<file path="config.mk">
export PLATFORM = sky130hd
export DESIGN_NAME = apc_panel_control
export DESIGN_NICKNAME = d
export VERILOG_FILES = /design/src/inc/apc_pkg.sv /design/src/apc_timer.sv /design/src/apc_panel_control.sv
export SDC_FILE = /design/constraint.sdc
export NUM_CORES = 1
export LEC_CHECK = 0
export BUFFER_PORTS_ARGS = -buffer_cell sky130_fd_sc_hd__buf_2
export CORE_ASPECT_RATIO = 0.7
export CORE_MARGIN = 1.5
export CORE_UTILIZATION = 50
export CTS_CLUSTER_DIAMETER = 60
export DETAILED_ROUTE_END_ITERATION = 10
export PLACE_DENSITY = 0.7
export SYNTH_ARGS = -nofsm -noshare
export SYNTH_HDL_FRONTEND = slang
export SYNTH_SLANG_ARGS = --single-unit
</file>
<file path="constraint.sdc">
create_clock -name clk -period 2.65 [get_ports clk]
set_input_delay 0.3975 -clock clk [delete_from_list [all_inputs] [get_ports clk]]
set_output_delay 0.3975 -clock clk [all_outputs]
set_load 0.05 [all_outputs]
</file>
<file path="src/inc/apc_pkg.sv">
// Constants and types for the amplifier panel controller
// Functional notes
// Polarity key press toggles output polarity
// Polarity key LED lit while reversed
// Polarity key ignored 1 s after change
// Meter drives 11-LED bar, 0-100%
// Plus/minus LEDs follow output sign
// External control: panel key only turns off
// Output key LED lit while output on
// Protection forced off blinks output LED
// Output key press cancels protection trip
// Turn-on refused 2 s after turn-off
// Mute asserted around every relay switch; a forced off from ST_ON drops the relay in the same cycle that mute rises
// Any detector sets overload and its LED
// No turn-on while overload indicator lit
// Overvoltage while on: off and trip
// Other overload 10 s: off and trip
// Switches 1,4,9,8 load output, ext, bias, impedance
// Switches 2,3 load power-on gain
// Switch 5 loads power-on polarity
// Switches 6,7 load input A, B enables
// External contact closed requests on, open off
// Overload contact closed while overload active
// Gain, input, impedance, bias keys lock 1 s
// Overload 60 s: disable mode, LED blinks
// Persistence timers restart when overload clears
package apc_pkg;
  localparam longint unsigned CLK_HZ = 64'h5f5e100;
  localparam longint unsigned MS_DIV = 64'h3e8;
  localparam longint unsigned US_DIV = 64'hf4240;
  localparam longint unsigned KEY_LOCK_MS = 64'h3e8;
  localparam longint unsigned OFF_LOCK_MS = 64'h7d0;
  localparam longint unsigned TRIP_S = 64'ha;
  localparam longint unsigned DISABLE_S = 64'h3c;
  localparam longint unsigned BLINK_MS = 64'hfa;
  localparam longint unsigned MUTE_US = 64'ha;
  localparam int TW = 33;
  localparam logic [TW-1:0] KEY_LOCK_CYC = TW'(KEY_LOCK_MS * CLK_HZ / MS_DIV);
  localparam logic [TW-1:0] OFF_LOCK_CYC = TW'(OFF_LOCK_MS * CLK_HZ / MS_DIV);
  localparam logic [TW-1:0] TRIP_CYC = TW'(TRIP_S * CLK_HZ);
  localparam logic [TW-1:0] DISABLE_CYC = TW'(DISABLE_S * CLK_HZ);
  localparam logic [TW-1:0] BLINK_CYC = TW'(BLINK_MS * CLK_HZ / MS_DIV);
  localparam int MW = 11;
  localparam logic [MW-1:0] MUTE_CYC = MW'(MUTE_US * CLK_HZ / US_DIV);
  localparam logic [MW-1:0] MUTE_TOTAL = MW'(2 * MUTE_US * CLK_HZ / US_DIV);
  localparam int APB_AW = 8;
  localparam logic [APB_AW-1:0] ADDR_CTRL = 8'h00;
  localparam logic [APB_AW-1:0] ADDR_STATUS = 8'h04;
  localparam logic [APB_AW-1:0] ADDR_SETTING = 8'h08;
  localparam int DIP_OUT = 0;
  localparam int DIP_GAIN_LO = 1;
  localparam int DIP_GAIN_HI = 2;
  localparam int DIP_EXT = 3;
  localparam int DIP_POL = 4;
  localparam int DIP_INA = 5;
  localparam int DIP_INB = 6;
  localparam int DIP_IMP = 7;
  localparam int DIP_BIAS = 8;
  localparam int LK_POL = 0;
  localparam int LK_GAIN = 1;
  localparam int LK_INA = 2;
  localparam int LK_INB = 3;
  localparam int LK_IMP = 4;
  localparam int LK_BIAS = 5;
  localparam int NLOCK = 6;
  localparam int METER_LEDS = 11;
  localparam logic [6:0] METER_STEP = 7'h0a;

  typedef enum logic [1:0] {
    GAIN_X1 = 2'h0,
    GAIN_X10 = 2'h1,
    GAIN_X20 = 2'h2,
    GAIN_X50 = 2'h3
  } apc_gain_e;

  typedef enum logic [1:0] {
    ST_OFF = 2'h0,
    ST_MUTE_ON = 2'h1,
    ST_ON = 2'h3,
    ST_MUTE_OFF = 2'h2
  } apc_out_e;

  typedef struct packed {
    logic outputKey;
    logic biasKey;
    logic impKey;
    logic inBKey;
    logic inAKey;
    logic gainKey;
    logic polarityInvertKey;
  } apc_keys_s;

  typedef struct packed {
    logic biasOn;
    logic imp50;
    logic inputBOn;
    logic inputAOn;
    apc_gain_e gain;
    logic polarityReversed;
    logic extCtrl;
  } apc_setting_s;

  typedef struct packed {
    logic overVoltage;
    logic overTemp;
    logic overLoss;
    logic overCurrent;
  } apc_detect_s;

  typedef struct packed {
    logic disabled;
    logic tripped;
    logic overload;
    logic offLock;
    logic relayOn;
    logic mute;
    apc_out_e state;
  } apc_status_s;
endpackage : apc_pkg

</file>
<file path="src/apc_timer.sv">
// Saturating run-time counter with a done level
`timescale 1ns/100ps
module apc_timer #(
  parameter int W = apc_pkg::TW
)
(
  input wire logic clk,
  input wire logic reset,
  input wire logic run,
  input wire logic [W-1:0] limit,
  output logic done
);
  import apc_pkg::*;

  logic [W-1:0] count_q, count_d;
  logic done_d;

  // Count only while run is high, clear otherwise
  always_comb
  begin
    count_d = count_q;
    if (!run)
    begin
      count_d = '0;
    end
    else if (count_q != limit)
    begin
      count_d = count_q + 1'b1;
    end
    done_d = run && (count_d == limit);
  end

  always_ff @(posedge clk)
  begin
    if (reset)
    begin
      count_q <= '0;
      done <= 1'b0;
    end
    else
    begin
      count_q <= count_d;
      done <= done_d;
    end
  end
endmodule : apc_timer

</file>
<file path="src/apc_panel_control.sv">
// Panel, output and protection control of the amplifier
//
// The implementer's own choices: the register offsets and the APB register port.
`timescale 1ns/100ps
module apc_panel_control #(
  parameter logic [apc_pkg::TW-1:0] KEY_LOCK_CYCLES = apc_pkg::KEY_LOCK_CYC,
  parameter logic [apc_pkg::TW-1:0] OFF_LOCK_CYCLES = apc_pkg::OFF_LOCK_CYC,
  parameter logic [apc_pkg::TW-1:0] TRIP_CYCLES = apc_pkg::TRIP_CYC,
  parameter logic [apc_pkg::TW-1:0] DISABLE_CYCLES = apc_pkg::DISABLE_CYC,
  parameter logic [apc_pkg::TW-1:0] BLINK_CYCLES = apc_pkg::BLINK_CYC
)
(
  input wire logic clk,
  input wire logic reset,
  input wire logic psel,
  input wire logic penable,
  input wire logic pwrite,
  input wire logic [apc_pkg::APB_AW-1:0] paddr,
  input wire logic [31:0] pwdata,
  output logic [31:0] prdata,
  output logic pready,
  output logic pslverr,
  input wire logic [8:0] dipDown,
  input wire apc_pkg::apc_keys_s panelKeys,
  input wire apc_pkg::apc_detect_s detect,
  input wire logic extOnClosed,
  input wire logic [6:0] meterLevel,
  input wire logic levelPositive,
  input wire logic levelNegative,
  output apc_pkg::apc_setting_s setting,
  output logic relayOn,
  output logic muteMonitor,
  output logic outputKeyLed,
  output logic polarityKeyLed,
  output logic overloadIndicator,
  output logic overloadContactClosed,
  output logic [apc_pkg::METER_LEDS-1:0] meterBar,
  output logic meterPlusLed,
  output logic meterMinusLed
);
  import apc_pkg::*;

  // Thermometer code for the meter bar
  function automatic logic [METER_LEDS-1:0] bar_of(input logic [6:0] level);
    logic [METER_LEDS-1:0] b;
    logic [6:0] thr;
    b = '0;
    thr = '0;
    for (int i = 0; i < METER_LEDS; i++)
    begin
      b[i] = (level >= thr);
      thr = thr + METER_STEP;
    end
    return b;
  endfunction : bar_of

  // Control state
  apc_setting_s set_q, set_d;
  apc_out_e state_q, state_d;
  logic [MW-1:0] muteCnt_q, muteCnt_d;
  logic init_q, init_d;
  logic relay_q, relay_d;
  logic mute_q, mute_d;
  logic tripped_q, tripped_d;
  logic disabled_q, disabled_d;
  logic offLock_q, offLock_d;
  logic extPrev_q, extPrev_d;
  apc_keys_s keysPrev_q, keysPrev_d;
  logic [NLOCK-1:0] lockBusy_q, lockBusy_d;
  logic blinkPhase_q, blinkPhase_d;

  // Indicator state
  logic outLed_q, outLed_d;
  logic polLed_q, polLed_d;
  logic ovlLed_q, ovlLed_d;
  logic ovlContact_q, ovlContact_d;
  logic [METER_LEDS-1:0] bar_q, bar_d;
  logic plus_q, plus_d;
  logic minus_q, minus_d;

  // Bus state
  logic pready_q, pready_d;
  logic pslverr_q, pslverr_d;
  logic [31:0] prdata_q, prdata_d;
  apc_keys_s softKeys_q, softKeys_d;

  // Timer outputs and shared terms
  logic [NLOCK-1:0] lockDone;
  logic offLockDone;
  logic tripDone;
  logic disableDone;
  logic blinkDone;
  logic overloadNow;
  logic isOn;
  logic onAllowed;
  logic forceOff;
  logic onReq;
  logic offReq;
  apc_keys_s press;
  apc_status_s status;

  assign overloadNow = |detect;
  assign isOn = (state_q == ST_ON) || (state_q == ST_MUTE_ON);
  assign press = apc_keys_s'((panelKeys & ~keysPrev_q) | softKeys_q);
  assign onAllowed = !overloadNow && !offLock_q && !disabled_q && !tripped_q; // see R13
  assign forceOff = isOn && (disabled_q || detect.overVoltage || tripDone); // see R14 see R15
  assign status = '{disabled: disabled_q, tripped: tripped_q, overload: overloadNow, offLock: offLock_q,
                    relayOn: relay_q, mute: mute_q, state: state_q};

  // Per-key lockouts after a setting change
  for (genvar i = 0; i < NLOCK; i++)
  begin : g_lock
    apc_timer #(.W(TW)) u_lock (
      .clk(clk),
      .reset(reset),
      .run(lockBusy_q[i]),
      .limit(KEY_LOCK_CYCLES),
      .done(lockDone[i])
    );
  end

  apc_timer #(.W(TW)) u_off_lock (
    .clk(clk),
    .reset(reset),
    .run(offLock_q),
    .limit(OFF_LOCK_CYCLES),
    .done(offLockDone)
  );

  // Persistence timers clear whenever all detectors drop
  apc_timer #(.W(TW)) u_trip (
    .clk(clk),
    .reset(reset),
    .run(overloadNow),
    .limit(TRIP_CYCLES),
    .done(tripDone)
  );

  apc_timer #(.W(TW)) u_disable (
    .clk(clk),
    .reset(reset),
    .run(overloadNow),
    .limit(DISABLE_CYCLES),
    .done(disableDone)
  );

  apc_timer #(.W(TW)) u_blink (
    .clk(clk),
    .reset(reset),
    .run(!blinkDone),
    .limit(BLINK_CYCLES),
    .done(blinkDone)
  );

  // Settings, requests and protection flags
  always_comb
  begin
    set_d = set_q;
    init_d = 1'b0;
    tripped_d = tripped_q;
    disabled_d = disabled_q;
    keysPrev_d = panelKeys;
    extPrev_d = extOnClosed;
    lockBusy_d = lockBusy_q & ~lockDone;
    onReq = 1'b0;
    offReq = 1'b0;
    blinkPhase_d = blinkDone ? !blinkPhase_q : blinkPhase_q;
    if (init_q)
    begin
      set_d.extCtrl = dipDown[DIP_EXT];
      set_d.biasOn = dipDown[DIP_BIAS];
      set_d.imp50 = dipDown[DIP_IMP];
      set_d.gain = apc_gain_e'({dipDown[DIP_GAIN_HI], dipDown[DIP_GAIN_LO]});
      set_d.polarityReversed = dipDown[DIP_POL];
      set_d.inputAOn = dipDown[DIP_INA];
      set_d.inputBOn = dipDown[DIP_INB];
      onReq = dipDown[DIP_OUT];
    end
    else if (!disabled_q)
    begin
      if (press.polarityInvertKey && !lockBusy_q[LK_POL])
      begin
        set_d.polarityReversed = !set_q.polarityReversed;
        lockBusy_d[LK_POL] = 1'b1;
      end
      if (press.gainKey && !lockBusy_q[LK_GAIN])
      begin
        set_d.gain = apc_gain_e'(set_q.gain + 2'h1);
        lockBusy_d[LK_GAIN] = 1'b1;
      end
      if (press.inAKey && !lockBusy_q[LK_INA])
      begin
        set_d.inputAOn = !set_q.inputAOn;
        lockBusy_d[LK_INA] = 1'b1;
      end
      if (press.inBKey && !lockBusy_q[LK_INB])
      begin
        set_d.inputBOn = !set_q.inputBOn;
        lockBusy_d[LK_INB] = 1'b1;
      end
      if (press.impKey && !lockBusy_q[LK_IMP])
      begin
        set_d.imp50 = !set_q.imp50;
        lockBusy_d[LK_IMP] = 1'b1;
      end
      if (press.biasKey && !lockBusy_q[LK_BIAS])
      begin
        set_d.biasOn = !set_q.biasOn;
        lockBusy_d[LK_BIAS] = 1'b1;
      end
      if (press.outputKey)
      begin
        if (tripped_q)
        begin
          tripped_d = 1'b0;
        end
        else if (isOn)
        begin
          offReq = 1'b1;
        end
        else if (!set_q.extCtrl)
        begin
          onReq = 1'b1;
        end
      end
      if (set_q.extCtrl && extOnClosed && !extPrev_q)
      begin
        onReq = 1'b1;
      end
      if (set_q.extCtrl && !extOnClosed && extPrev_q)
      begin
        offReq = 1'b1;
      end
    end
    if (disableDone)
    begin
      disabled_d = 1'b1;
    end
    if (forceOff && !disabled_q)
    begin
      tripped_d = 1'b1;
    end
  end

  // Output relay sequencing with mute window
  always_comb
  begin
    state_d = state_q;
    muteCnt_d = muteCnt_q;
    relay_d = relay_q;
    offLock_d = offLock_q && !offLockDone;
    case (state_q)
      ST_OFF:
      begin
        if (onReq && onAllowed)
        begin
          state_d = ST_MUTE_ON;
          muteCnt_d = '0;
        end
      end
      ST_MUTE_ON:
      begin
        if (forceOff || offReq)
        begin
          state_d = ST_MUTE_OFF;
          muteCnt_d = '0;
          relay_d = 1'b0;
        end
        else
        begin
          muteCnt_d = muteCnt_q + 1'b1;
          relay_d = (muteCnt_d >= MUTE_CYC);
          if (muteCnt_d == MUTE_TOTAL)
          begin
            state_d = ST_ON;
          end
        end
      end
      ST_ON:
      begin
        if (forceOff)
        begin
          state_d = ST_MUTE_OFF;
          muteCnt_d = '0;
          relay_d = 1'b0;
        end
        else if (offReq)
        begin
          state_d = ST_MUTE_OFF;
          muteCnt_d = '0;
        end
      end
      ST_MUTE_OFF:
      begin
        muteCnt_d = muteCnt_q + 1'b1;
        relay_d = relay_q && (muteCnt_d < MUTE_CYC) && !detect.overVoltage; // see R11
        if (muteCnt_d == MUTE_TOTAL)
        begin
          state_d = ST_OFF;
          offLock_d = 1'b1;
        end
      end
      default:
      begin
        state_d = ST_OFF;
        relay_d = 1'b0;
      end
    endcase
    mute_d = (state_d == ST_MUTE_ON) || (state_d == ST_MUTE_OFF);
  end

  // Indicators and contacts
  always_comb
  begin
    outLed_d = tripped_d ? blinkPhase_q : relay_d; // see R7
    polLed_d = set_d.polarityReversed;
    ovlLed_d = disabled_q ? blinkPhase_q : overloadNow; // see R12
    ovlContact_d = overloadNow || disabled_q;
    bar_d = bar_of(meterLevel);
    plus_d = levelPositive;
    minus_d = levelNegative;
  end

  // APB slave with one wait state
  always_comb
  begin
    pready_d = 1'b0;
    pslverr_d = 1'b0;
    prdata_d = '0;
    softKeys_d = '0;
    if (psel && penable && !pready_q)
    begin
      pready_d = 1'b1;
      if (paddr == ADDR_CTRL)
      begin
        prdata_d = '0;
      end
      else if (paddr == ADDR_STATUS)
      begin
        prdata_d = 32'(status);
      end
      else if (paddr == ADDR_SETTING)
      begin
        prdata_d = 32'(set_q);
      end
      else
      begin
        pslverr_d = 1'b1;
      end
    end
    else if (psel && penable && pready_q && pwrite && !pslverr_q && paddr == ADDR_CTRL)
    begin
      softKeys_d = apc_keys_s'(pwdata[$bits(apc_keys_s)-1:0]);
    end
  end

  always_ff @(posedge clk)
  begin
    if (reset)
    begin
      set_q <= '0;
      init_q <= 1'b1;
      tripped_q <= 1'b0;
      disabled_q <= 1'b0;
      keysPrev_q <= '0;
      extPrev_q <= 1'b0;
      lockBusy_q <= '0;
      blinkPhase_q <= 1'b0;
      state_q <= ST_OFF;
      muteCnt_q <= '0;
      relay_q <= 1'b0;
      mute_q <= 1'b0;
      offLock_q <= 1'b0;
      outLed_q <= 1'b0;
      polLed_q <= 1'b0;
      ovlLed_q <= 1'b0;
      ovlContact_q <= 1'b0;
      bar_q <= '0;
      plus_q <= 1'b0;
      minus_q <= 1'b0;
      pready_q <= 1'b0;
      pslverr_q <= 1'b0;
      prdata_q <= '0;
      softKeys_q <= '0;
    end
    else
    begin
      set_q <= set_d;
      init_q <= init_d;
      tripped_q <= tripped_d;
      disabled_q <= disabled_d;
      keysPrev_q <= keysPrev_d;
      extPrev_q <= extPrev_d;
      lockBusy_q <= lockBusy_d;
      blinkPhase_q <= blinkPhase_d;
      state_q <= state_d;
      muteCnt_q <= muteCnt_d;
      relay_q <= relay_d;
      mute_q <= mute_d;
      offLock_q <= offLock_d;
      outLed_q <= outLed_d;
      polLed_q <= polLed_d;
      ovlLed_q <= ovlLed_d;
      ovlContact_q <= ovlContact_d;
      bar_q <= bar_d;
      plus_q <= plus_d;
      minus_q <= minus_d;
      pready_q <= pready_d;
      pslverr_q <= pslverr_d;
      prdata_q <= prdata_d;
      softKeys_q <= softKeys_d;
    end
  end

  assign setting = set_q;
  assign relayOn = relay_q;
  assign muteMonitor = mute_q;
  assign outputKeyLed = outLed_q;
  assign polarityKeyLed = polLed_q;
  assign overloadIndicator = ovlLed_q;
  assign overloadContactClosed = ovlContact_q;
  assign meterBar = bar_q;
  assign meterPlusLed = plus_q;
  assign meterMinusLed = minus_q;
  assign prdata = prdata_q;
  assign pready = pready_q;
  assign pslverr = pslverr_q;
endmodule : apc_panel_control

</file>
* Word level (Yosys, flattened, before mapping)
Index checks and enable logic that the tools add are counted.
** Storage, ports and cells
- Output and inout bits :: 61
- Logic and storage cells :: 285
- Flip-flop bits (word level) :: 439
** Cells by class
- Bitwise operators :: 7
- Multiplexer cells :: 77
- Equal/unequal tests :: 31
- Order comparisons :: 13
- Reductions and logical operators :: 83
- $add $sub $neg :: 12
** Operators with widths (number)
- 2-to-1 mux 33 bit :: 20
- adder 33 x 1 -> 33 bit (second input constant) :: 10
- == test 33 x 27 -> 1 bit (second input constant) :: 6
- != test 33 x 27 -> 1 bit (second input constant) :: 6
- 2-to-1 mux 11 bit :: 4
- one-hot mux 11 bit (4 select lines) :: 1
- 2-to-1 mux 1 bit :: 37
- logical AND 1 bit :: 35
- == test 33 x 25 -> 1 bit (second input constant) :: 1
- == test 33 x 28 -> 1 bit (second input constant) :: 1
- == test 33 x 30 -> 1 bit (second input constant) :: 1
- == test 33 bit (second input constant) :: 1
- != test 33 x 25 -> 1 bit (second input constant) :: 1
- != test 33 x 28 -> 1 bit (second input constant) :: 1
- != test 33 x 30 -> 1 bit (second input constant) :: 1
- != test 33 bit (second input constant) :: 1
- >= comparator 7 bit (second input constant) :: 4
- logical NOT 1 bit :: 23
- >= comparator 7 x 6 -> 1 bit (second input constant) :: 3
- 2-to-1 mux 8 bit :: 2
- >= comparator 7 x 5 -> 1 bit (second input constant) :: 2
- 2-to-1 mux 2 bit :: 7
- 2-to-1 mux 7 bit :: 2
- AND reduction 2 bit :: 7
- other kinds (28) :: 46

* Depth between registers and ports, before layout
Gate-level depths: netlist (run 1).
- Depth after elaboration :: 13
- Depth in mapped cells :: 10
- Gate-level depth less buffers :: 9

* Hierarchy
Synthesis (run 1) repeated with hierarchy kept, for this count alone.
** Unflattened totals
- Cell total of the unflattened synthesis :: 4388
- Area total of the unflattened synthesis :: 33754.9 um^2
** By module, submodules not included
- apc_timer :: area each 3024.2 um^2, cells an instance 397, instances 10
- apc_panel_control :: area each 3513.4 um^2, cells an instance 418, instances 1

* Worst setup path before layout (run 1)
Ideal clock, no wire load.
- Path type :: register -> register
- From :: register g_lock[5].u_lock.count_q[0]
- To :: register g_lock[5].u_lock.done
- Path buffers :: 1
- Required time :: 2.562 ns
- Cell stages (with the launch flop) :: 10
- Arrival :: 2.464 ns
- Period minus slack after synthesis :: 2.552 ns
- Slack :: 0.098 ns
- Path through :: dfxtp_1 ha_1 clkbuf_1 nand3_1 o21ai_0 a21oi_1 or4_1 or4b_1 a221o_1 nor4_2
** Between the ends
- Longest elaborated chain between the ends :: 5
- Elaborated cells between the ends (all ways) :: 6
** RTL lines
- from (decl) :: line apc_timer.sv:15 : logic [W-1:0] count_q, count_d;
- from (signal assigned) :: line apc_timer.sv:42 : count_q <= count_d;
- adder 33 x 1 -> 33 bit or != test 33 x 27 -> 1 bit (tied branches) :: line apc_timer.sv:28, apc_timer.sv:26
- 2-to-1 mux 33 bit * :: line apc_timer.sv:26 : else if (count_q != limit)
- 2-to-1 mux 33 bit * :: line apc_timer.sv:22 : if (!run)
- == test 33 x 27 -> 1 bit * :: line apc_timer.sv:30 : done_d = run && (count_d == limit);
- logical AND 1 bit * :: line apc_timer.sv:30
- to (signal assigned) :: line apc_timer.sv:43 : done <= done_d;
- to (decl) :: line apc_timer.sv:11 : output logic done
Every way passes the cells marked *; elsewhere a longest branch is shown, timed or not.
A chain may end at the register's enable or synchronous reset.

* Worst setup path after layout (run 1)
- From :: register g_lock[2].u_lock.count_q[24]
- To :: register g_lock[2].u_lock.done
** Between the ends
- Longest elaborated chain between the ends :: 5
- Elaborated cells between the ends (all ways) :: 6
** RTL lines (line)
- from (decl) :: apc_timer.sv:15
- from (signal assigned) :: apc_timer.sv:42
- adder 33 x 1 -> 33 bit or != test 33 x 27 -> 1 bit (tied branches) :: apc_timer.sv:28, apc_timer.sv:26
- 2-to-1 mux 33 bit * :: apc_timer.sv:26
- 2-to-1 mux 33 bit * :: apc_timer.sv:22
- == test 33 x 27 -> 1 bit * :: apc_timer.sv:30
- logical AND 1 bit * :: apc_timer.sv:30
- to (signal assigned) :: apc_timer.sv:43
- to (decl) :: apc_timer.sv:11
Marked as above.

==> impl_results.md, run 1 <==
* Async set or reset register ratio after synthesis at 0%
* Synth Area per Inst at 8.11 um2
* Crit. End Element: flip-flop
* DRT iter0 DRCs at 1669
* I/O Buffers at 85
* DRC at 0
* Layout area overhead at 15.1%
* Area leader, netlist: dfxtp_1
* Slowest cell on crit path: nor4b_1
* Reg power frac at 47.8%
* CP peak stage delay at 0.60 ns
* CTS Sinks at 415
* Synth Cell Area at 22400 um2
* Final Hold Vio Count at 0
* Area of the die at 46200 um2
* Hold_buf cts at 0
* Vias at 20300
* Sequential area share after synthesis at 37.0%
* Avg WL per Cell at 16.0 um
* Core area at 44000 um2
* Post-synth top area share at 37.0%
* Syn Inst Count at 2768
* Final ANT Viol Nets at 0
* CP Launch Type: flip-flop
* Count leader, synth: nor2_1
* Maximum vdd drop at 0.477 mV
* Post-synth top flop: dfxtp_1
* Via density at 5.74
* Clk network pwr share at 47.5%
* Final Slew Violations at 0
* Crit path time final at 2.57 ns
* Finished Layout Cells at 3535
* Switching portion of total power at 23.2%
* Power density cells at 513 nW/um2
* CTS Buf Count at 42
* Max_cap viols at 0
* Status: complete, no violations
* Final Util at 58.8%
* Synth Warn # at 0
* Worst-margin pin slew at 0.727 ns
* Filler cells at 3930
* Crit path max fanout at 6
* Delay-heaviest family, CP: simple AND/OR/NAND/NOR gates
* Worst endpoint data arrival time at 3.07 ns
* Setup violators final at 0
* RD Place Congestion at 0.936
* Initial antenna violation count at 2
* P_int at 0.0102 W
* Vias in the first global route at 18800
* Crit path kind: reg -> reg
* Commonest cells in the netlist: 448 x nor2_1, 415 x dfxtp_1, 178 x xor2_1, 176 x nand2_1, 152 x nand3_1
* Worst Skew at 0.0273 ns
* Clock slew at reported path FFs at 0.06 ns
* Clock Tree Buf Depth at 3
* Routed wire length at 56.6 mm
* FF+latch count, synth at 415
* Area contributors post-synth: dfxtp_1 37%, nor2_1 7.5%, xor2_1 6.9%
* Total power draw at 0.0133 W
* Total grt overflow at 0
* I/O pin count at 136
* Max Freq at 0.389 GHz
* Initial Util at 51.1%
* GRT Util Overall at 23.9%
* Hold Slack at 0.0489 ns
* Worst EP required at 3.15 ns
* Post-DP HPWL at 41.1 mm
* CTS H-tree depth at 2
* Worst skew pair latency at 0.57 ns
* Fin nets at 3009
* Final period util at 97.0%
* NetSw at 0.00307 W
* Pin count of the biggest net entering global routing at 58
* Die W at 256 um
* Hold/Removal Path Class: in -> reg
* Post-synth EDFFs at 0
* Combinational share of power at 4.7%
* Share of layout cells above drive strength 1 at 14.6%
* CP cell instances: nor4b_1, nand3_1, nor3_2, mux2i_1, or4_1, nor4_2, and4_1
* Global-route wire length before repair at 94.5 mm
* Die H at 180 um
* Sum of buffers and inverters on the critical path at 0
* Root Driver: clkbuf_16
* Cells after DPL at 3454
* Core Rows at 64
* CTS tree: yes
* Initial DRT Pass Iterations at 6
* Normalized max-slew margin at 51.6%
* Synth unique cells at 98
* P_leak at 9.00 nW
==> final cells by class <==
| class | count | area, um2 | share of cell area (%) |
|---|---|---|---|
| clock inverters | 15 | 208 | 0.804 |
| inverters | 64 | 240 | 0.930 |
| flip-flops and latches | 415 | 8330 | 32.2 |
| well taps | 594 | 743 | 2.88 |
| diodes | 1 | 2.50 | 0.00968 |
| clock buffers | 61 | 1260 | 4.89 |
| multi-input cells | 2128 | 13300 | 51.6 |
| repair buffers | 257 | 1730 | 6.69 |
==> per-stage QoR <==
step,TNS [ns],area [um2],setup WS [ns]
floorplan,0,22500,0.0981
global placement,-0.240,24100,-0.128
detailed placement,-0.658,24100,-0.213
CTS,0,25600,0.00804
global route,-0.0213,25800,-0.0159
finish,0,25800,0.0804
==> sequential cells by signal (all words and copies together), names as in the netlist, 2 cells and up <==
signal                 flops
g_lock.u_lock.count_q    198
g_lock.u_lock.done         6
keysPrev_q                 7
lockBusy_q                 6
meterBar                  11
muteCnt_q                 11
prdata                     8
setting                    7
softKeys_q                 7
state_q                    2
u_blink.count_q           33
u_disable.count_q         33
u_off_lock.count_q        33
u_trip.count_q            33
==> layer usage <==
metal  track usage, %  routed length [um]
met4             5.70                 932
met3             4.09                3700
met1             34.9               27300
met2             36.6               24700
met5                0                  13
==> worst paths after layout <==
check / start / end / slack [ns] / depth (start not counted)
hold reg to reg: g_lock[2].u_lock.done / lockBusy_q[2] / 0.43 / 1
hold / removal: pwdata[4] / softKeys_q[4] / 0.05 / 2
setup reg to reg: g_lock[2].u_lock.count_q[24] / g_lock[2].u_lock.done / 0.08 / 7
setup / recovery: g_lock[2].u_lock.count_q[24] / g_lock[2].u_lock.done / 0.08 / 7
==> logic make-up (layout without fill, tap and decap cells) <==
kind of cell    after synthesis  count (layout)  share of synthesized area, %
mux                          28              28                          1.27
fa+ha+maj                    28              28                          1.54
other cells                   1              25                        0.0167
buf+inv                     248             397                          4.88
simple gates               1408            1408                          33.4
flops                       415             415                          37.0
compound gates              316             316                          9.24
xor+xnor                    324             324                          12.6
==> power by group through the flow <==
| stage | Sequential [W] | Combinational, W | Clock (W) |
|---|---|---|---|
| after global placement | 0.00648 | 0.000600 | 0 |
| final | 0.00635 | 0.000619 | 0.00630 |
| after CTS | 0.00634 | 0.000613 | 0.00644 |
| after floorplan | 0.00655 | 0.000368 | 0 |
| after detailed placement | 0.00648 | 0.000610 | 0 |
| after global routing | 0.00635 | 0.000665 | 0.00671 |
==> repair_timing <==
| item | 4_1_cts | 5_1_grt |
|---|---|---|
| setup buffers | 0 | 4 |
| resized for setup | 5 | 50 |
| setup endpoints to repair | 3 | 12 |
| pin swaps | 0 | 7 |
| hold endpoints to repair | 0 | 0 |
==> placed cells by master, fill, tap and decap left out, drive strengths merged, types with 9 or more instances in the layout <==
master | synthesis | layout
nor2 | 448 | 448
dfxtp | 415 | 415
buf | 77 | 257
xor2 | 178 | 178
nand2 | 177 | 177
nand3 | 156 | 156
xnor2 | 146 | 146
nand4 | 112 | 112
a21oi | 87 | 87
nor3 | 83 | 83
o21ai | 71 | 71
and3 | 69 | 69
nor4 | 69 | 69
inv | 64 | 67
clkbuf | 107 | 61
nor2b | 43 | 43
or3 | 43 | 43
and4 | 41 | 41
and2 | 36 | 36
ha | 26 | 26
mux2i | 24 | 24
conb | 1 | 24
nor4b | 24 | 24
nand2b | 21 | 21
a31oi | 18 | 18
a211oi | 15 | 15
or4 | 15 | 15
nand4b | 14 | 14
nand3b | 13 | 13
nor3b | 11 | 11
a22oi | 11 | 11
o22ai | 11 | 11
o2111ai | 10 | 10
o21a | 9 | 9
No activity file was read; power rests on OpenSTA's default activity.
==> inputs of run 2 (changes only) <==
--- a/config.mk
+++ b/config.mk
@@ -8,10 +8,10 @@
 export BUFFER_PORTS_ARGS = -buffer_cell sky130_fd_sc_hd__buf_2
 export CORE_ASPECT_RATIO = 0.7
 export CORE_MARGIN = 1.5
-export CORE_UTILIZATION = 50
+export CORE_UTILIZATION = 40
+export CTS_BUF_LIST = sky130_fd_sc_hd__clkbuf_2 sky130_fd_sc_hd__clkbuf_4 sky130_fd_sc_hd__clkbuf_8
 export CTS_CLUSTER_DIAMETER = 60
 export DETAILED_ROUTE_END_ITERATION = 10
-export PLACE_DENSITY = 0.7
 export SYNTH_ARGS = -nofsm -noshare
 export SYNTH_HDL_FRONTEND = slang
 export SYNTH_SLANG_ARGS = --single-unit
==> impl_results.md, run 2 (synthesized netlist as in run 1, its figures left out) <==
* Status: complete, no violations
* Core Rows at 72 (+13%)
* Pin count of the biggest net entering global routing at 58 (unchanged)
* Power density cells at 512 nW/um2 (-0.30%)
* Final period util at 94.7% (-2.3 points)
* Clock Tree Buf Depth at 3 (unchanged)
* Max_cap viols at 0 (unchanged)
* P_leak at 9.27 nW (+3.0%)
* Setup violators final at 0 (unchanged)
* Worst EP required at 3.18 ns (+0.03 ns)
* Most frequent cells in the layout: 447 x nor2_1, 396 x dfxtp_1, 182 x buf_4
* Worst skew pair latency at 0.63 ns (+0.06 ns)
* CP Launch Type: flip-flop
* Share of layout cells above drive strength 1 at 16.3% (+1.7 points)
* Area of the die at 57600 um2 (+25%)
* Worst endpoint data arrival time at 3.04 ns (-0.03 ns)
* I/O Buffers at 85 (unchanged)
* Die W at 286 um (+12%)
* Total power draw at 0.0136 W (+2.2%)
* Hold/Removal Path Class: in -> reg
* Root Driver: clkbuf_8
* Max Freq at 0.398 GHz (+2.4%)
* Slowest cell on crit path: or4b_1
* Avg WL per Cell at 15.4 um (-4.1%)
* Clock slew at reported path FFs at 0.07 ns (about the same)
* Final Cell Area at 26500 um2 (+2.5%)
* Crit path kind: reg -> reg
* Routed wire length at 57.7 mm (+1.9%)
* Final Hold Vio Count at 0 (unchanged)
* Fin nets at 3069 (+2.0%)
* Crit. End Element: flip-flop
* Die H at 201 um (+12%)
* Initial antenna violation count at 0 (-2)
* Post-DP HPWL at 41.4 mm (+0.92%)
* Crit path max fanout at 6 (unchanged)
* Post-placement setup slack at -0.135 ns (+0.0782 ns)
* Setup TNS at 0 ns (unchanged)
* Via density at 5.42 (-5.5%)
* Worst-margin pin slew at 0.755 ns (+0.0283 ns)
* Final worst slack at 0.140 ns (+0.0601 ns)
* Worst Skew at 0.0257 ns (-0.00162 ns)
* Sum of buffers and inverters on the critical path at 1 (+1)
* Normalized max-slew margin at 49.7% (-1.9 points)
* I/O pin count at 136 (unchanged)
* Global-route wire length before repair at 96.6 mm (+2.2%)
* CP peak stage delay at 0.53 ns (-0.07 ns)
* CTS Sinks at 415 (unchanged)
* RD Place Congestion at 0.903 (-3.5%)
* DRT iter0 DRCs at 1483 (-11%)
* Hold Slack at 0.0482 ns (-0.000710 ns)
* Maximum vdd drop at 0.429 mV (-10%)
* GRT Util Overall at 19.9% (-4.1 points)
* Max reg flops at 198 (unchanged)
* Core area at 55300 um2 (+26%)
* Layout area overhead at 18.0%
* Vias in the first global route at 19400 (+3.1%)
* Most flops, register: g_lock.u_lock.count_q
* Ant diodes at 0 (-1)
* Unrepaired setup endpoints after global routing: yes
* Final Slew Violations at 0 (unchanged)
* CTS tree: yes
* DP Area at 24300 um2 (+0.89%)
* Total grt overflow at 0 (unchanged)
* Final ANT Viol Nets at 0 (unchanged)
* Most common cell after layout, fill and taps aside: nor2_1
* Initial DRT Pass Iterations at 5 (-1)
* CTS H-tree depth at 3 (+1)
* Crit path time final at 2.51 ns (-0.0601 ns)
* CTS Buf Count at 68 (+62%)
* DRC at 0 (unchanged)
* Initial Util at 40.6% (-10 points)
* Delay-heaviest family, CP: simple AND/OR/NAND/NOR gates
* CP cell instances: inv_1, ha_1, nand2_1, nand3_1, or4_1, or4b_1, a221o_1, nor4_2
* Vias at 20400 (+0.39%)
## run 2: cell count changes in the layout (fill, tap and decap cells not counted), sizes merged, moves of 2 or more
cell and delta:
clkbuf +38, dlygate4sd3 +22, buf +12, bufinv +4, clkinv +3, clkinvlp -2
## run 2: where the power goes
group	internal, W	switching, W
clock network	0.00391	0.00266
logic	0.000199	0.000447
registers	0.00629	0.0000528
total	0.0104	0.00316
## run 2: worst paths after layout
| check | start | endpoint | slack [ns] | cells after the start |
|---|---|---|---|---|
| max | g_lock[5].u_lock.count_q[1] | g_lock[5].u_lock.done | 0.14 | 8 |
| min | extOnClosed | extPrev_q | 0.05 | 2 |
| max reg2reg | g_lock[5].u_lock.count_q[1] | g_lock[5].u_lock.done | 0.14 | 8 |
| min reg2reg | g_lock[4].u_lock.done | lockBusy_q[4] | 0.43 | 1 |
## run 2: worst reg2reg max path, stage by stage, from the launching register on
cell and delay [ns]:
dfxtp_2 0.40, inv_1 0.06, ha_1 0.29, nand2_1 0.08
nand3_1 0.08, or4_1 0.51, or4b_1 0.53, a221o_1 0.30
nor4_2 0.20
## run 2: through the flow
step / instances / utilization [%]
after floorplan: 2791 / -
final: 3756 / 47.9
after global routing: 3756 / 47.9
after CTS: 3746 / 47.3
after global placement: 3606 / 44.0
after detailed placement: 3606 / 44.0
## run 2: area by class of cell
cell class	instances	area, um2
timing repair buffer	291	2030
multi-input combinational	2128	13300
clock buffer	99	1290
clock inverter	19	308
fill	5369	28800
tap	740	926
sequential	415	8340
inverter	64	245
## run 2: per-layer routing
metal  routed length, um  vias up  global-route usage, %  share of wire (%)
met5                   0        -                      0                  0
met4                1030        0                   5.50                1.8
met3                3540       83                   4.25                6.1
met2               24000      583                   28.8                 42
met1               29100     9593                   29.3                 50
li1                    -    10100                      -                  -
## run 2: what timing repair did
item | 4_1_cts | 5_1_grt
endpoints found under the hold margin | 22 | 0
gates resized for setup | 0 | 68
setup buffers | 0 | 10
hold buffers | 22 | 0
endpoints found under the setup margin | 0 | 18
==> inputs of run 3 (changes only) <==
--- a/config.mk
+++ b/config.mk
@@ -8,7 +8,7 @@
 export BUFFER_PORTS_ARGS = -buffer_cell sky130_fd_sc_hd__buf_2
 export CORE_ASPECT_RATIO = 0.7
 export CORE_MARGIN = 1.5
-export CORE_UTILIZATION = 40
+export CORE_UTILIZATION = 45
 export CTS_BUF_LIST = sky130_fd_sc_hd__clkbuf_2 sky130_fd_sc_hd__clkbuf_4 sky130_fd_sc_hd__clkbuf_8
 export CTS_CLUSTER_DIAMETER = 60
 export DETAILED_ROUTE_END_ITERATION = 10
==> impl_results.md, run 3 (synthesized netlist as in run 1, its figures left out) <==
* Status: complete, no violations
* Power density cells at 500 nW/um2 (-2.4%)
* Worst Hold Depth at 3 (+1)
* Core Rows at 68 (-5.6%)
* Share of layout cells above drive strength 1 at 15.7% (-0.64 points)
* Clock slew at reported path FFs at 0.06 ns (about the same)
* Final Hold Vio Count at 0 (unchanged)
* Worst EP required at 3.20 ns (+0.02 ns)
* DRT iter0 DRCs at 1507 (+1.6%)
* P_leak at 9.09 nW (-1.9%)
* Crit path time final at 2.55 ns (+0.0448 ns)
* Hold/Removal Path Class: in -> reg
* Setup TNS at 0 ns (unchanged)
* Clock Tree Buf Depth at 3 (unchanged)
* Initial DRT Pass Iterations at 5 (unchanged)
* Total grt overflow at 0 (unchanged)
* CP Launch Type: flip-flop
* Final ANT Viol Nets at 0 (unchanged)
* Final period util at 96.4% (+1.7 points)
* Crit path kind: reg -> reg
* Worst Hold Path EP: meterBar[3]
* Via density at 5.49 (+1.3%)
* Crit path max fanout at 4 (-2)
* Global-route wire length before repair at 95.0 mm (-1.7%)
* CTS Sinks at 415 (unchanged)
* Worst Min Path Start: meterLevel[1]
* CTS H-tree depth at 3 (unchanged)
* Max_cap viols at 0 (unchanged)
* Worst Skew at 0.0213 ns (-0.00437 ns)
* FF-to-FF End: g_lock[5].u_lock.done
* I/O Buffers at 85 (unchanged)
* Setup violators final at 0 (unchanged)
* Layout area overhead at 16.0%
* I/O pin count at 136 (unchanged)
* Max reg flops at 198 (unchanged)
* Root Driver: clkbuf_8
* R2r setup slk at 0.1 ns (-0.04 ns)
* Most frequent cells in the layout: 448 x nor2_1, 393 x dfxtp_1, 178 x xor2_1
* Initial Util at 45.6% (+5.0 points)
* Most flops, register: g_lock.u_lock.count_q
* Max Freq at 0.391 GHz (-1.8%)
* Reg2reg path depth at 8 (unchanged)
* Worst-margin pin slew at 0.774 ns (+0.0191 ns)
* Worst R2R Start: g_lock[5].u_lock.count_q[0]
* Fin nets at 3046 (-0.75%)
* Die W at 270 um (-5.7%)
* Core area at 49300 um2 (-11%)
* RD Place Congestion at 0.884 (-2.1%)
* Initial antenna violation count at 2 (+2)
* Normalized max-slew margin at 48.4% (-1.3 points)
* Most common cell after layout, fill and taps aside: nor2_1
* Final Cell Area at 26000 um2 (-1.7%)
* Maximum vdd drop at 0.287 mV (-33%)
* Die H at 190 um (-5.6%)
* Worst skew pair latency at 0.64 ns (about the same)
* DRC at 0 (unchanged)
* DP Area at 24100 um2 (-0.88%)
* Post-DP HPWL at 42.0 mm (+1.4%)
* Final Slew Violations at 0 (unchanged)
* CTS Buf Count at 70 (+2.9%)
* Worst endpoint data arrival time at 3.11 ns (+0.07 ns)
* Hold Slack at 0.0545 ns (+0.00637 ns)
* Routed wire length at 58.2 mm (+0.96%)
* Vias in the first global route at 18400 (-4.7%)
* GRT Util Overall at 22.3% (+2.5 points)
* Final Util at 52.9% (+5.0 points)
* Avg WL per Cell at 15.9 um (+3.6%)
* Vias at 20100 (-1.3%)
* Area of the die at 51300 um2 (-11%)
* Total power draw at 0.0130 W (-4.0%)
* Crit. End Element: flip-flop
* Pin count of the biggest net entering global routing at 57 (-1.7%)
* CTS tree: yes
run 3: changes by cell type in the layout (fill, tap and decap cells not counted), moves of 4 or more:
cell / change
buf_4: -23
bufinv_16: -6
clkbuf_4: +10
clkinv_2: +4
dfxtp_2: +5
run 3: power breakdown:
| part | switching (W) | leakage (nW) | internal, W |
|---|---|---|---|
| logic | 0.000449 | 4.95 | 0.000194 |
| clock network | 0.00264 | 0.777 | 0.00337 |
| registers | 0.0000609 | 3.36 | 0.00630 |
run 3: worst max-delay path, stage by stage (launching register included):
cell     delay (ns)
dfxtp_4        0.35
buf_4          0.13
and2_1         0.16
o32ai_2        0.21
a21oi_1        0.10
or4_4          0.42
or4b_4         0.55
a221o_1        0.30
nor4_2         0.25
run 3: worst max-delay path by stage:
stage	start	to	slack (ns)
floorplan	g_lock[5].u_lock.count_q[0]	g_lock[5].u_lock.done	0.1
global placement	detect[1]	muteCnt_q[6]	-0.13
detailed placement	detect[1]	muteCnt_q[3]	-0.12
CTS	g_lock[5].u_lock.count_q[0]	g_lock[5].u_lock.done	0.01
global route	g_lock[4].u_lock.count_q[3]	g_lock[4].u_lock.done	-0.03
finish	g_lock[5].u_lock.count_q[0]	g_lock[5].u_lock.done	0.1
run 3: per-layer routing:
layer / up-vias / routed length [um] / global-route usage, %
met5: - / 0 / 0
met4: 0 / 1160 / 6.40
met3: 86 / 3650 / 4.58
met2: 495 / 24000 / 32.3
met1: 9454 / 29400 / 33.2
li1: 10100 / - / -
run 3: area by class of cell:
class	count	area, um2
Timing Repair Buffer	266	1840
Antenna cell	1	2.50
Clock buffer	106	1320
Tap cell	665	832
Fill cell	4674	23200
Clock inverter	14	123
Sequential cell	415	8340
Multi-Input combinational cell	2128	13300
Inverter	64	240
run 3: repair_timing:
item,CTS,global route
resized for setup,3,59
hold buffers,22,0
pin swaps,0,3
setup endpoints to repair,1,14
buffers inserted,0,1
hold endpoints to repair,22,0
run 3: through the flow:
| step | cells | worst slack, ns |
|---|---|---|
| after detailed placement | 3515 | -0.117 |
| after CTS | 3657 | 0.0109 |
| after global placement | 3515 | -0.133 |
| after global routing | 3658 | -0.0329 |
| after floorplan | 2791 | 0.0981 |
| final | 3659 | 0.0956 |
